[src/logic/fsp_pkg.sv]
package fsp_pkg;
  // ----------------------------------------------------------------
  // Register map
  // ----------------------------------------------------------------
  localparam logic [7:0] OFF_CTRL = 8'h00;
  localparam logic [7:0] OFF_PTR  = 8'h04;
  localparam logic [7:0] OFF_SRC  = 8'h08;
  localparam logic [7:0] OFF_OP   = 8'h0c;
  localparam logic [7:0] OFF_RES  = 8'h10;
  localparam logic [7:0] OFF_STAT = 8'h14;
  localparam int BIT_SE   = 0;
  localparam int BIT_ER   = 1;
  localparam int BIT_WR   = 2;
  localparam int BIT_RFL  = 3;
  localparam int BIT_CLR  = 4;
  localparam int BIT_STORE = 0;
  localparam int BIT_LOAD  = 1;
  localparam logic [4:0] CMD_LOAD  = 5'h01;
  localparam logic [4:0] CMD_ERASE = 5'h03;
  localparam logic [4:0] CMD_WRITE = 5'h05;
  localparam logic [4:0] CMD_FUSE  = 5'h09;
  localparam logic [4:0] CMD_CLEAR = 5'h11;
  localparam logic [4:0] CTRL_RST  = 5'h00;
  // ----------------------------------------------------------------
  // Windows and timing
  // ----------------------------------------------------------------
  localparam logic [2:0] SPM_WIN  = 3'h4;
  localparam logic [2:0] LPM_WIN  = 3'h3;
  localparam logic [2:0] SPM_LAST = 3'h1;
  localparam logic [2:0] LPM_LAST = SPM_WIN - LPM_WIN + SPM_LAST;
  localparam int CLK_MHZ    = 10;
  localparam int OP_MIN_US  = 3700;
  localparam int OP_MAX_US  = 4500;
  localparam int OP_MIN_CYC = OP_MIN_US * CLK_MHZ;
  // ----------------------------------------------------------------
  // Data values
  // ----------------------------------------------------------------
  localparam logic [15:0] PTR_FLOW  = 16'h0000;
  localparam logic [15:0] PTR_LOCK  = 16'h0001;
  localparam logic [15:0] PTR_FHIGH = 16'h0003;
  localparam logic [15:0] WORD_ERASED = 16'hffff;
  localparam logic [5:0]  LOCK_RSVD   = 6'h3f;
  localparam logic [7:0]  BYTE_NONE   = 8'hff;
  typedef enum logic [1:0] {ST_IDLE, ST_ERASE, ST_WRITE} fsp_state_t;
endpackage

[src/logic/fsp_buf_if.sv]
`timescale 1ns/1ns
interface fsp_buf_if #(parameter int WI_W = 5);
  logic            wr;
  logic            clr;
  logic [WI_W-1:0] widx;
  logic [WI_W-1:0] ridx;
  logic [15:0]     wdata;
  logic [15:0]     rdata;
  modport seq   (output wr, clr, widx, ridx, wdata, input rdata);
  modport store (input wr, clr, widx, ridx, wdata, output rdata);
endinterface

[src/logic/fsp_page_buf.sv]
`timescale 1ns/1ns
module fsp_page_buf #(
  parameter int WI_W = 5
) (
  input wire logic pclk,
  input wire logic presetn,
  fsp_buf_if.store bi
);
  import fsp_pkg::*;
  localparam int WORDS = 2 ** WI_W;

  logic [15:0] mem_r [WORDS];

  assign bi.rdata = mem_r[bi.ridx];

  // Slots are written by index, so any load order works.
  always_ff @(posedge pclk or negedge presetn) begin
    if (!presetn) begin
      for (int i = 0; i < WORDS; i++) mem_r[i] <= WORD_ERASED;
    end else if (bi.clr) begin
      for (int i = 0; i < WORDS; i++) mem_r[i] <= WORD_ERASED;
    end else if (bi.wr) begin
      mem_r[bi.widx] <= bi.wdata;
    end
  end
endmodule

[src/logic/fsp_seq.sv]
`timescale 1ns/1ns
module fsp_seq #(
  parameter int WI_W      = 5,
  parameter int PG_W      = 7,
  parameter int OP_CYCLES = fsp_pkg::OP_MIN_CYC
) (
  input  wire logic        pclk,
  input  wire logic        presetn,
  input  wire logic        psel,
  input  wire logic        penable,
  input  wire logic        pwrite,
  input  wire logic [7:0]  paddr,
  input  wire logic [31:0] pwdata,
  output logic [31:0]      prdata,
  output logic             pready,
  output logic             pslverr,
  input  wire logic        eeprom_write_busy,
  input  wire logic [7:0]  fuse_low_prog,
  input  wire logic [7:0]  fuse_high_prog,
  input  wire logic [1:0]  lock_prog,
  output logic [14:0]      flash_raddr,
  input  wire logic [15:0] flash_rword,
  output logic             core_halt,
  output logic             flash_erase,
  output logic             flash_write,
  output logic [PG_W-1:0]  flash_page,
  output logic             flash_wvalid,
  output logic [WI_W-1:0]  flash_widx,
  output logic [15:0]      flash_wdata
);
  import fsp_pkg::*;
  localparam int TW = $clog2(OP_CYCLES + 1);

  // ----------------------------------------------------------------
  // State
  // ----------------------------------------------------------------
  fsp_state_t      st_r, st_nxt;
  logic [4:0]      ctrl_r, ctrl_nxt;
  logic [2:0]      cnt_r, cnt_nxt;
  logic [15:0]     ptr_r;
  logic [15:0]     src_r;
  logic [7:0]      res_r;
  logic [TW-1:0]   tmr_r;
  logic [WI_W-1:0] sidx_r;
  logic            svld_r;
  logic            ee_q_r;
  logic            rd_pend_r;
  logic            rd_hi_r;
  logic [31:0]     prdata_r;
  logic            pready_r;
  logic            pslverr_r;
  logic            halt_r;
  logic            erase_r;
  logic            write_r;
  logic [PG_W-1:0] page_r;
  logic [14:0]     raddr_r;
  logic            wvalid_r;
  logic [WI_W-1:0] widx_r;
  logic [15:0]     wdata_r;

  fsp_buf_if #(.WI_W(WI_W)) bi ();

  fsp_page_buf #(.WI_W(WI_W)) u_buf (
    .pclk    (pclk),
    .presetn (presetn),
    .bi      (bi)
  );

  // ----------------------------------------------------------------
  // Bus decode
  // ----------------------------------------------------------------
  wire        acc      = psel & penable;
  wire        take     = acc & pready_r;
  wire        wr_take  = take & pwrite;
  wire        hit_ctrl = paddr == OFF_CTRL;
  wire        hit_ptr  = paddr == OFF_PTR;
  wire        hit_src  = paddr == OFF_SRC;
  wire        hit_op   = paddr == OFF_OP;
  wire        hit_res  = paddr == OFF_RES;
  wire        hit_stat = paddr == OFF_STAT;
  wire        mapped   = hit_ctrl | hit_ptr | hit_src | hit_op |
                         hit_res | hit_stat;
  wire [4:0]  cmd      = pwdata[4:0];
  wire        cmd_ok   = cmd == CMD_LOAD || cmd == CMD_ERASE ||
                         cmd == CMD_WRITE || cmd == CMD_FUSE ||
                         cmd == CMD_CLEAR;
  wire        idle     = st_r == ST_IDLE;
  wire        armed    = cnt_r != 3'h0;

  // ----------------------------------------------------------------
  // Command decode
  // ----------------------------------------------------------------
  // A control write during an EEPROM write is dropped entirely.
  wire ctrl_wr  = wr_take & hit_ctrl & cmd_ok & idle &
                  !eeprom_write_busy;
  wire spm_go   = wr_take & hit_op & pwdata[BIT_STORE] & armed &
                  ctrl_r[BIT_SE] & !eeprom_write_busy;
  wire lpm_go   = wr_take & hit_op & pwdata[BIT_LOAD];
  wire fuse_md  = ctrl_r == CMD_FUSE;
  wire fuse_go  = lpm_go & fuse_md & (cnt_r >= LPM_LAST) &
                  !eeprom_write_busy;
  wire lpm_pl   = lpm_go & !fuse_go;
  wire op_ers   = spm_go & (ctrl_r == CMD_ERASE);
  wire op_wrt   = spm_go & (ctrl_r == CMD_WRITE);
  wire op_start = op_ers | op_wrt;
  wire done     = !idle & (tmr_r == TW'(0));
  wire expire   = idle & armed &
                  (cnt_r == (fuse_md ? LPM_LAST : SPM_LAST));
  wire ee_rise  = eeprom_write_busy & !ee_q_r;
  wire [WI_W-1:0] word_idx = ptr_r[WI_W:1];
  wire [PG_W-1:0] page_idx = ptr_r[WI_W+PG_W:WI_W+1];

  // ----------------------------------------------------------------
  // Buffer control
  // ----------------------------------------------------------------
  // A fresh EEPROM write discards whatever was loaded so far.
  assign bi.wr    = spm_go & (ctrl_r == CMD_LOAD);
  assign bi.widx  = word_idx;
  assign bi.wdata = src_r;
  assign bi.clr   = (ctrl_wr & (cmd == CMD_CLEAR)) |
                    (done & (st_r == ST_WRITE)) | ee_rise;
  assign bi.ridx  = sidx_r;

  // ----------------------------------------------------------------
  // Control register and armed window
  // ----------------------------------------------------------------
  always_comb begin
    ctrl_nxt = ctrl_r;
    cnt_nxt  = armed ? cnt_r - 3'h1 : 3'h0;
    if (ctrl_wr) begin
      ctrl_nxt = cmd;
      cnt_nxt  = SPM_WIN;
    end else if (done) begin
      ctrl_nxt = CTRL_RST;
    end else if (op_start) begin
      cnt_nxt  = 3'h0;
    end else if (spm_go || fuse_go || expire) begin
      ctrl_nxt = CTRL_RST;
      cnt_nxt  = 3'h0;
    end
  end

  always_comb begin
    st_nxt = st_r;
    unique case (st_r)
      ST_IDLE: begin
        if (op_ers) st_nxt = ST_ERASE;
        else if (op_wrt) st_nxt = ST_WRITE;
      end
      ST_ERASE, ST_WRITE: begin
        if (done) st_nxt = ST_IDLE;
      end
    endcase
  end

  always_ff @(posedge pclk or negedge presetn) begin
    if (!presetn) begin
      st_r   <= ST_IDLE;
      ctrl_r <= CTRL_RST;
      cnt_r  <= 3'h0;
      ee_q_r <= 1'b0;
    end else begin
      st_r   <= st_nxt;
      ctrl_r <= ctrl_nxt;
      cnt_r  <= cnt_nxt;
      ee_q_r <= eeprom_write_busy;
    end
  end

  // ----------------------------------------------------------------
  // Operation timer and flash strobes
  // ----------------------------------------------------------------
  // The timer counts exactly the minimum time at the nominal clock, so a
  // clock running fast ends the operation before the allowed span opens.
  always_ff @(posedge pclk or negedge presetn) begin
    if (!presetn) begin
      tmr_r <= TW'(0);
    end else if (op_start) begin
      tmr_r <= TW'(OP_CYCLES - 1);
    end else if (!idle && !done) begin
      tmr_r <= tmr_r - TW'(1);
    end
  end

  always_ff @(posedge pclk or negedge presetn) begin
    if (!presetn) begin
      halt_r  <= 1'b0;
      erase_r <= 1'b0;
      write_r <= 1'b0;
      page_r  <= '0;
    end else begin
      halt_r  <= st_nxt != ST_IDLE;
      erase_r <= op_ers;
      write_r <= op_wrt;
      if (op_start) page_r <= page_idx;
    end
  end

  // Buffer words stream out once at the start of a page write.
  always_ff @(posedge pclk or negedge presetn) begin
    if (!presetn) begin
      svld_r   <= 1'b0;
      sidx_r   <= '0;
      wvalid_r <= 1'b0;
      widx_r   <= '0;
      wdata_r  <= 16'h0000;
    end else begin
      wvalid_r <= svld_r;
      widx_r   <= sidx_r;
      wdata_r  <= bi.rdata;
      if (op_wrt) begin
        svld_r <= 1'b1;
        sidx_r <= '0;
      end else if (svld_r) begin
        svld_r <= sidx_r != '1;
        sidx_r <= sidx_r + WI_W'(1);
      end
    end
  end

  // ----------------------------------------------------------------
  // Load path
  // ----------------------------------------------------------------
  wire [7:0] lock_byte = {LOCK_RSVD, ~lock_prog};
  wire [7:0] fuse_byte = (ptr_r == PTR_FLOW)  ? ~fuse_low_prog :
                         (ptr_r == PTR_LOCK)  ? lock_byte :
                         (ptr_r == PTR_FHIGH) ? ~fuse_high_prog :
                         BYTE_NONE;
  wire [7:0] word_byte = rd_hi_r ? flash_rword[15:8]
                                 : flash_rword[7:0];

  always_ff @(posedge pclk or negedge presetn) begin
    if (!presetn) begin
      raddr_r   <= 15'h0000;
      rd_pend_r <= 1'b0;
      rd_hi_r   <= 1'b0;
      res_r     <= 8'h00;
    end else begin
      rd_pend_r <= lpm_pl;
      if (lpm_pl) begin
        raddr_r <= ptr_r[15:1];
        rd_hi_r <= ptr_r[0];
      end
      if (fuse_go) res_r <= fuse_byte;
      else if (rd_pend_r) res_r <= word_byte;
    end
  end

  // ----------------------------------------------------------------
  // Bus slave
  // ----------------------------------------------------------------
  // The answer is withheld while an operation runs, so a bus access
  // stalls exactly like the halted core would.
  wire [31:0] rd_mux =
    hit_ctrl ? {27'h0, ctrl_r} :
    hit_ptr  ? {16'h0, ptr_r} :
    hit_src  ? {16'h0, src_r} :
    hit_res  ? {24'h0, res_r} :
    hit_stat ? {29'h0, armed, eeprom_write_busy, !idle} :
    32'h0;

  always_ff @(posedge pclk or negedge presetn) begin
    if (!presetn) begin
      pready_r  <= 1'b0;
      prdata_r  <= 32'h0;
      pslverr_r <= 1'b0;
      ptr_r     <= 16'h0000;
      src_r     <= 16'h0000;
    end else begin
      pready_r  <= acc & !pready_r & idle;
      if (acc && !pready_r) begin
        prdata_r  <= pwrite ? 32'h0 : rd_mux;
        pslverr_r <= !mapped;
      end
      if (wr_take && hit_ptr) ptr_r <= pwdata[15:0];
      if (wr_take && hit_src) src_r <= pwdata[15:0];
    end
  end

  assign prdata       = prdata_r;
  assign pready       = pready_r;
  assign pslverr      = pslverr_r;
  assign core_halt    = halt_r;
  assign flash_erase  = erase_r;
  assign flash_write  = write_r;
  assign flash_page   = page_r;
  assign flash_raddr  = raddr_r;
  assign flash_wvalid = wvalid_r;
  assign flash_widx   = widx_r;
  assign flash_wdata  = wdata_r;

  // ----------------------------------------------------------------
  // Checks
  // ----------------------------------------------------------------
  int hcnt_r;
  always_ff @(posedge pclk or negedge presetn) begin
    if (!presetn) hcnt_r <= 0;
    else hcnt_r <= halt_r ? hcnt_r + 1 : 0;
  end
endmodule

[config.mk]
export PLATFORM = sky130hd
export DESIGN_NAME = fsp_seq
export DESIGN_NICKNAME = d
export VERILOG_FILES = /design/src/logic/fsp_pkg.sv /design/src/logic/fsp_buf_if.sv /design/src/logic/fsp_page_buf.sv /design/src/logic/fsp_seq.sv
export SDC_FILE = /design/constraint.sdc
export NUM_CORES = 2
export LEC_CHECK = 0
export BUFFER_PORTS_ARGS = -buffer_cell sky130_fd_sc_hd__buf_2
export CORE_MARGIN = 4
export CORE_UTILIZATION = 55
export CTS_CLUSTER_DIAMETER = 50
export DETAILED_ROUTE_END_ITERATION = 12
export PLACE_DENSITY = 0.73
export SYNTH_ARGS = -nofsm -noshare
export SYNTH_HDL_FRONTEND = slang
export SYNTH_SLANG_ARGS = --single-unit
[constraint.sdc]
create_clock -name pclk -period 2.95 [get_ports pclk]
set_input_delay 0.295 -clock pclk [delete_from_list [all_inputs] [get_ports pclk]]
set_output_delay 0.295 -clock pclk [all_outputs]
set_load 0.03 [all_outputs]
==> impl_metrics.env <==
export IMPL_dp_hpwl_um=57600
export IMPL_grt_max_degree=97
export IMPL_die_area_um2=61400
export IMPL_crit_type="register to register"
export IMPL_grtUsageMet2=0.490
export IMPL_fin_crit_ns=2.73
export IMPL_cts_buffers=72
export IMPL_grt_pass1_wl_um=146000
export IMPL_synth_warnings=0
export IMPL_final_common_cell="nand2_1"
export IMPL_path_clk_slew_ns=0.06
export IMPL_reg2reg_depth=7
export IMPL_drt_wl_total_um=93700
export IMPL_antenna_found_initial=1
export IMPL_grt_met3_usage=0.0782
export IMPL_clk_path_buf_depth=3
export IMPL_maxCapViolCount=0
export IMPL_slew_headroom=0.320
export IMPL_start_util=0.558
export IMPL_dieHeight_um=248
export IMPL_holdPathStages=5
export IMPL_ys_types=61
export IMPL_rrSetupSlack_ns=0.22
export IMPL_worst_skew_pair_late_latency_ns=0.61
export IMPL_cts_htree_levels=3
export IMPL_grt_pass1_vias=25600
export IMPL_syn_to_final_growth_pct=14.4
export IMPL_min_from="flash_rword[3]"
export IMPL_ys_seq_area_frac=0.536
export IMPL_async_flop_share=1.00
export IMPL_cts_tree="built"
export IMPL_crit_path_end_kind="register"
export IMPL_min_to="res_r[3]"
export IMPL_globalRouteOverflowTotal=0
export IMPL_final_setup_viol_count=0
export IMPL_synth_cells=3181
export IMPL_core_area_um2=56700
export IMPL_ys_ff_latch=652
export IMPL_drc_errors=0
export IMPL_worstPathRequired_ns=3.44
export IMPL_drive_gt1_frac=0.332
export IMPL_vias_per_cell=6.20
export IMPL_cts_root_buf="clkbuf_16"
export IMPL_dpl_cell_count=3943
export IMPL_regToRegEndpoint="res_r[7]"
export IMPL_power_density_nw_per_um2=519
export IMPL_post_cts_buffers=0
export IMPL_outcome="complete, no violations"
export IMPL_synth_main_ff_cell="dfstp_2"
export IMPL_finalNonFillerCells=4105
export IMPL_num_rows=87
export IMPL_syn_avg_cell_area_um2=9.95
export IMPL_max_freq_mhz=366
export IMPL_nNetsFinal=3376
export IMPL_synth_edf_count=0
export IMPL_hold_class="input port to register"
export IMPL_wl_per_cell_um=22.8
export IMPL_num_io_pins=161
export IMPL_peakVddDrop_mv=0.530
export IMPL_startpoint_type="register"
export IMPL_ant_nets=0
export IMPL_port_buffers=128
export IMPL_rsz0062_at_grt="false"
export IMPL_fin_crit_sh=0.926
export IMPL_first_iter_violations=2676
export IMPL_p_leak_nw=15.7
export IMPL_cts_sinks=652
export IMPL_worst_pin_slew_ns=1.02
export IMPL_tns_ns=0
export IMPL_finalMaxSlewViolations=0
export IMPL_cp_max_fo=8
export IMPL_track_usage=0.307
export IMPL_timing_rr_start="ptr_r[2]"
export IMPL_final_cell_mix="1074 x nand2_1, 554 x nand3_1, 512 x dfstp_2"
export IMPL_clock_skew_ns=0.0218
export IMPL_grt_busiest_layer="met2"
export IMPL_dr_pass1_iters=7
export IMPL_grtUsageMet1=0.402
export IMPL_syn_cell_area_um2=31600
export IMPL_die_w_um=248
export IMPL_gp_congestion=0.954
export IMPL_crit_arrival_ns=3.23
export IMPL_hold_viol=0
export IMPL_vias=25500
-- layout make-up --
class / instances / area, um^2
Timing Repair Buffer: 306 / 2290
Clock buffer: 111 / 2200
Multi-Input combinational cell: 2248 / 13500
Tap cell: 756 / 946
Clock inverter: 20 / 262
Sequential cell: 652 / 17000
Antenna cell: 1 / 2.50
Inverter: 11 / 41.3
Fill cell: 4397 / 20500
-- critical path: stages, from the launching register on --
cell and delay (ns):
dfrtp_1 0.36, buf_4 0.17, nor4_1 0.36, nand4_1 0.39, nor2_1 0.48, a221o_1 0.22
dlygate4sd3_1 0.56, nand2_1 0.06
-- flip-flops by register name, summed over array words and instances, names as in the netlist, 2 cells and up --
register     count
flash_widx       5
ptr_r           16
st_r             2
flash_page       7
tmr_r           16
u_buf.mem_r    512
bi.ridx          5
cnt_r            3
ctrl_r           5
prdata          16
flash_raddr     15
bi.wdata        16
flash_wdata     16
res_r            8
-- power breakdown --
group          internal (W)  total (W)  switching, W
registers           0.00898    0.00899    0.00000133
clock network       0.00560    0.00929       0.00369
logic              0.000120   0.000503      0.000383
-- Yosys cell counts, types with 6 or more instances --
library cell     n  share of area
inv_1           11         0.0013
o211ai_1        12         0.0028
nand3_1        554          0.088
nand2_1       1074           0.13
a221o_1          6         0.0019
buf_2           91          0.014
xor2_1           7         0.0019
nand4_1         13         0.0026
and2_1           6         0.0012
buf_4           23         0.0055
clkbuf_1       148          0.018
nor4_1          10         0.0020
a21oi_1         15         0.0024
nor2b_1          9         0.0018
mux2i_1         76          0.024
and4_1           7         0.0019
buf_1           23         0.0027
a221oi_1        16         0.0044
nor2_1          38         0.0045
mux4_2         128          0.091
xnor2_1          7         0.0019
mux2_2          55          0.020
o21ai_0         38         0.0060
nor3_1          49         0.0077
a22oi_1         15         0.0036
and3_1           6         0.0012
dfstp_2        512           0.43
a22o_1          16         0.0044
dfrtp_1        140           0.11
-- layer usage --
metal / share of wire / vias to the layer above / wire length, um
li1: - / 11100 / -
met1: 0.38 / 12700 / 35300
met2: 0.48 / 1378 / 44500
met3: 0.10 / 265 / 9510
met4: 0.047 / 0 / 4410
met5: 0 / - / 0
-- worst max-delay path by stage --
stage / endpoint / start / cells after the start
CTS: res_r[3] / ptr_r[2] / 7
detailed placement: u_buf.mem_r[432] / st_r[0] / 10
finish: res_r[7] / ptr_r[2] / 7
floorplan: u_buf.mem_r[288] / tmr_r[0] / 10
global route: res_r[4] / ptr_r[2] / 7
global placement: u_buf.mem_r[401] / st_r[1] / 10
-- stage by stage --
step	setup slack (ns)	cell area [um^2]	utilization	hold WS, ns	total power [W]
finish	0.218	36200	0.638	0.0597	0.0188
global route	0.130	36200	0.638	0.0733	0.0193
CTS	0.113	36200	0.638	0.0273	0.0189
detailed placement	0.360	33400	0.589	0.344	0.00960
global placement	0.396	33400	0.589	0.329	0.00958
floorplan	0.711	31700	-	-0.000591	0.00931
-- kinds of logic after synthesis --
family                   synth area share
multiplexers                        0.135
other                            0.000118
XOR/XNOR                          0.00387
adder cells (fa/ha/maj)           0.00198
flip-flops                          0.536
AND/OR/NAND/NOR                     0.251
AO/OA/AOI/OAI                      0.0308
buffers and inverters              0.0414
-- what timing repair did --
action	in CTS	in global routing
hold buffers	30	0
gates resized for setup	0	1
endpoints found under the hold margin	58	0
setup endpoints to repair	0	6
(Power assumes the default switching activity.)
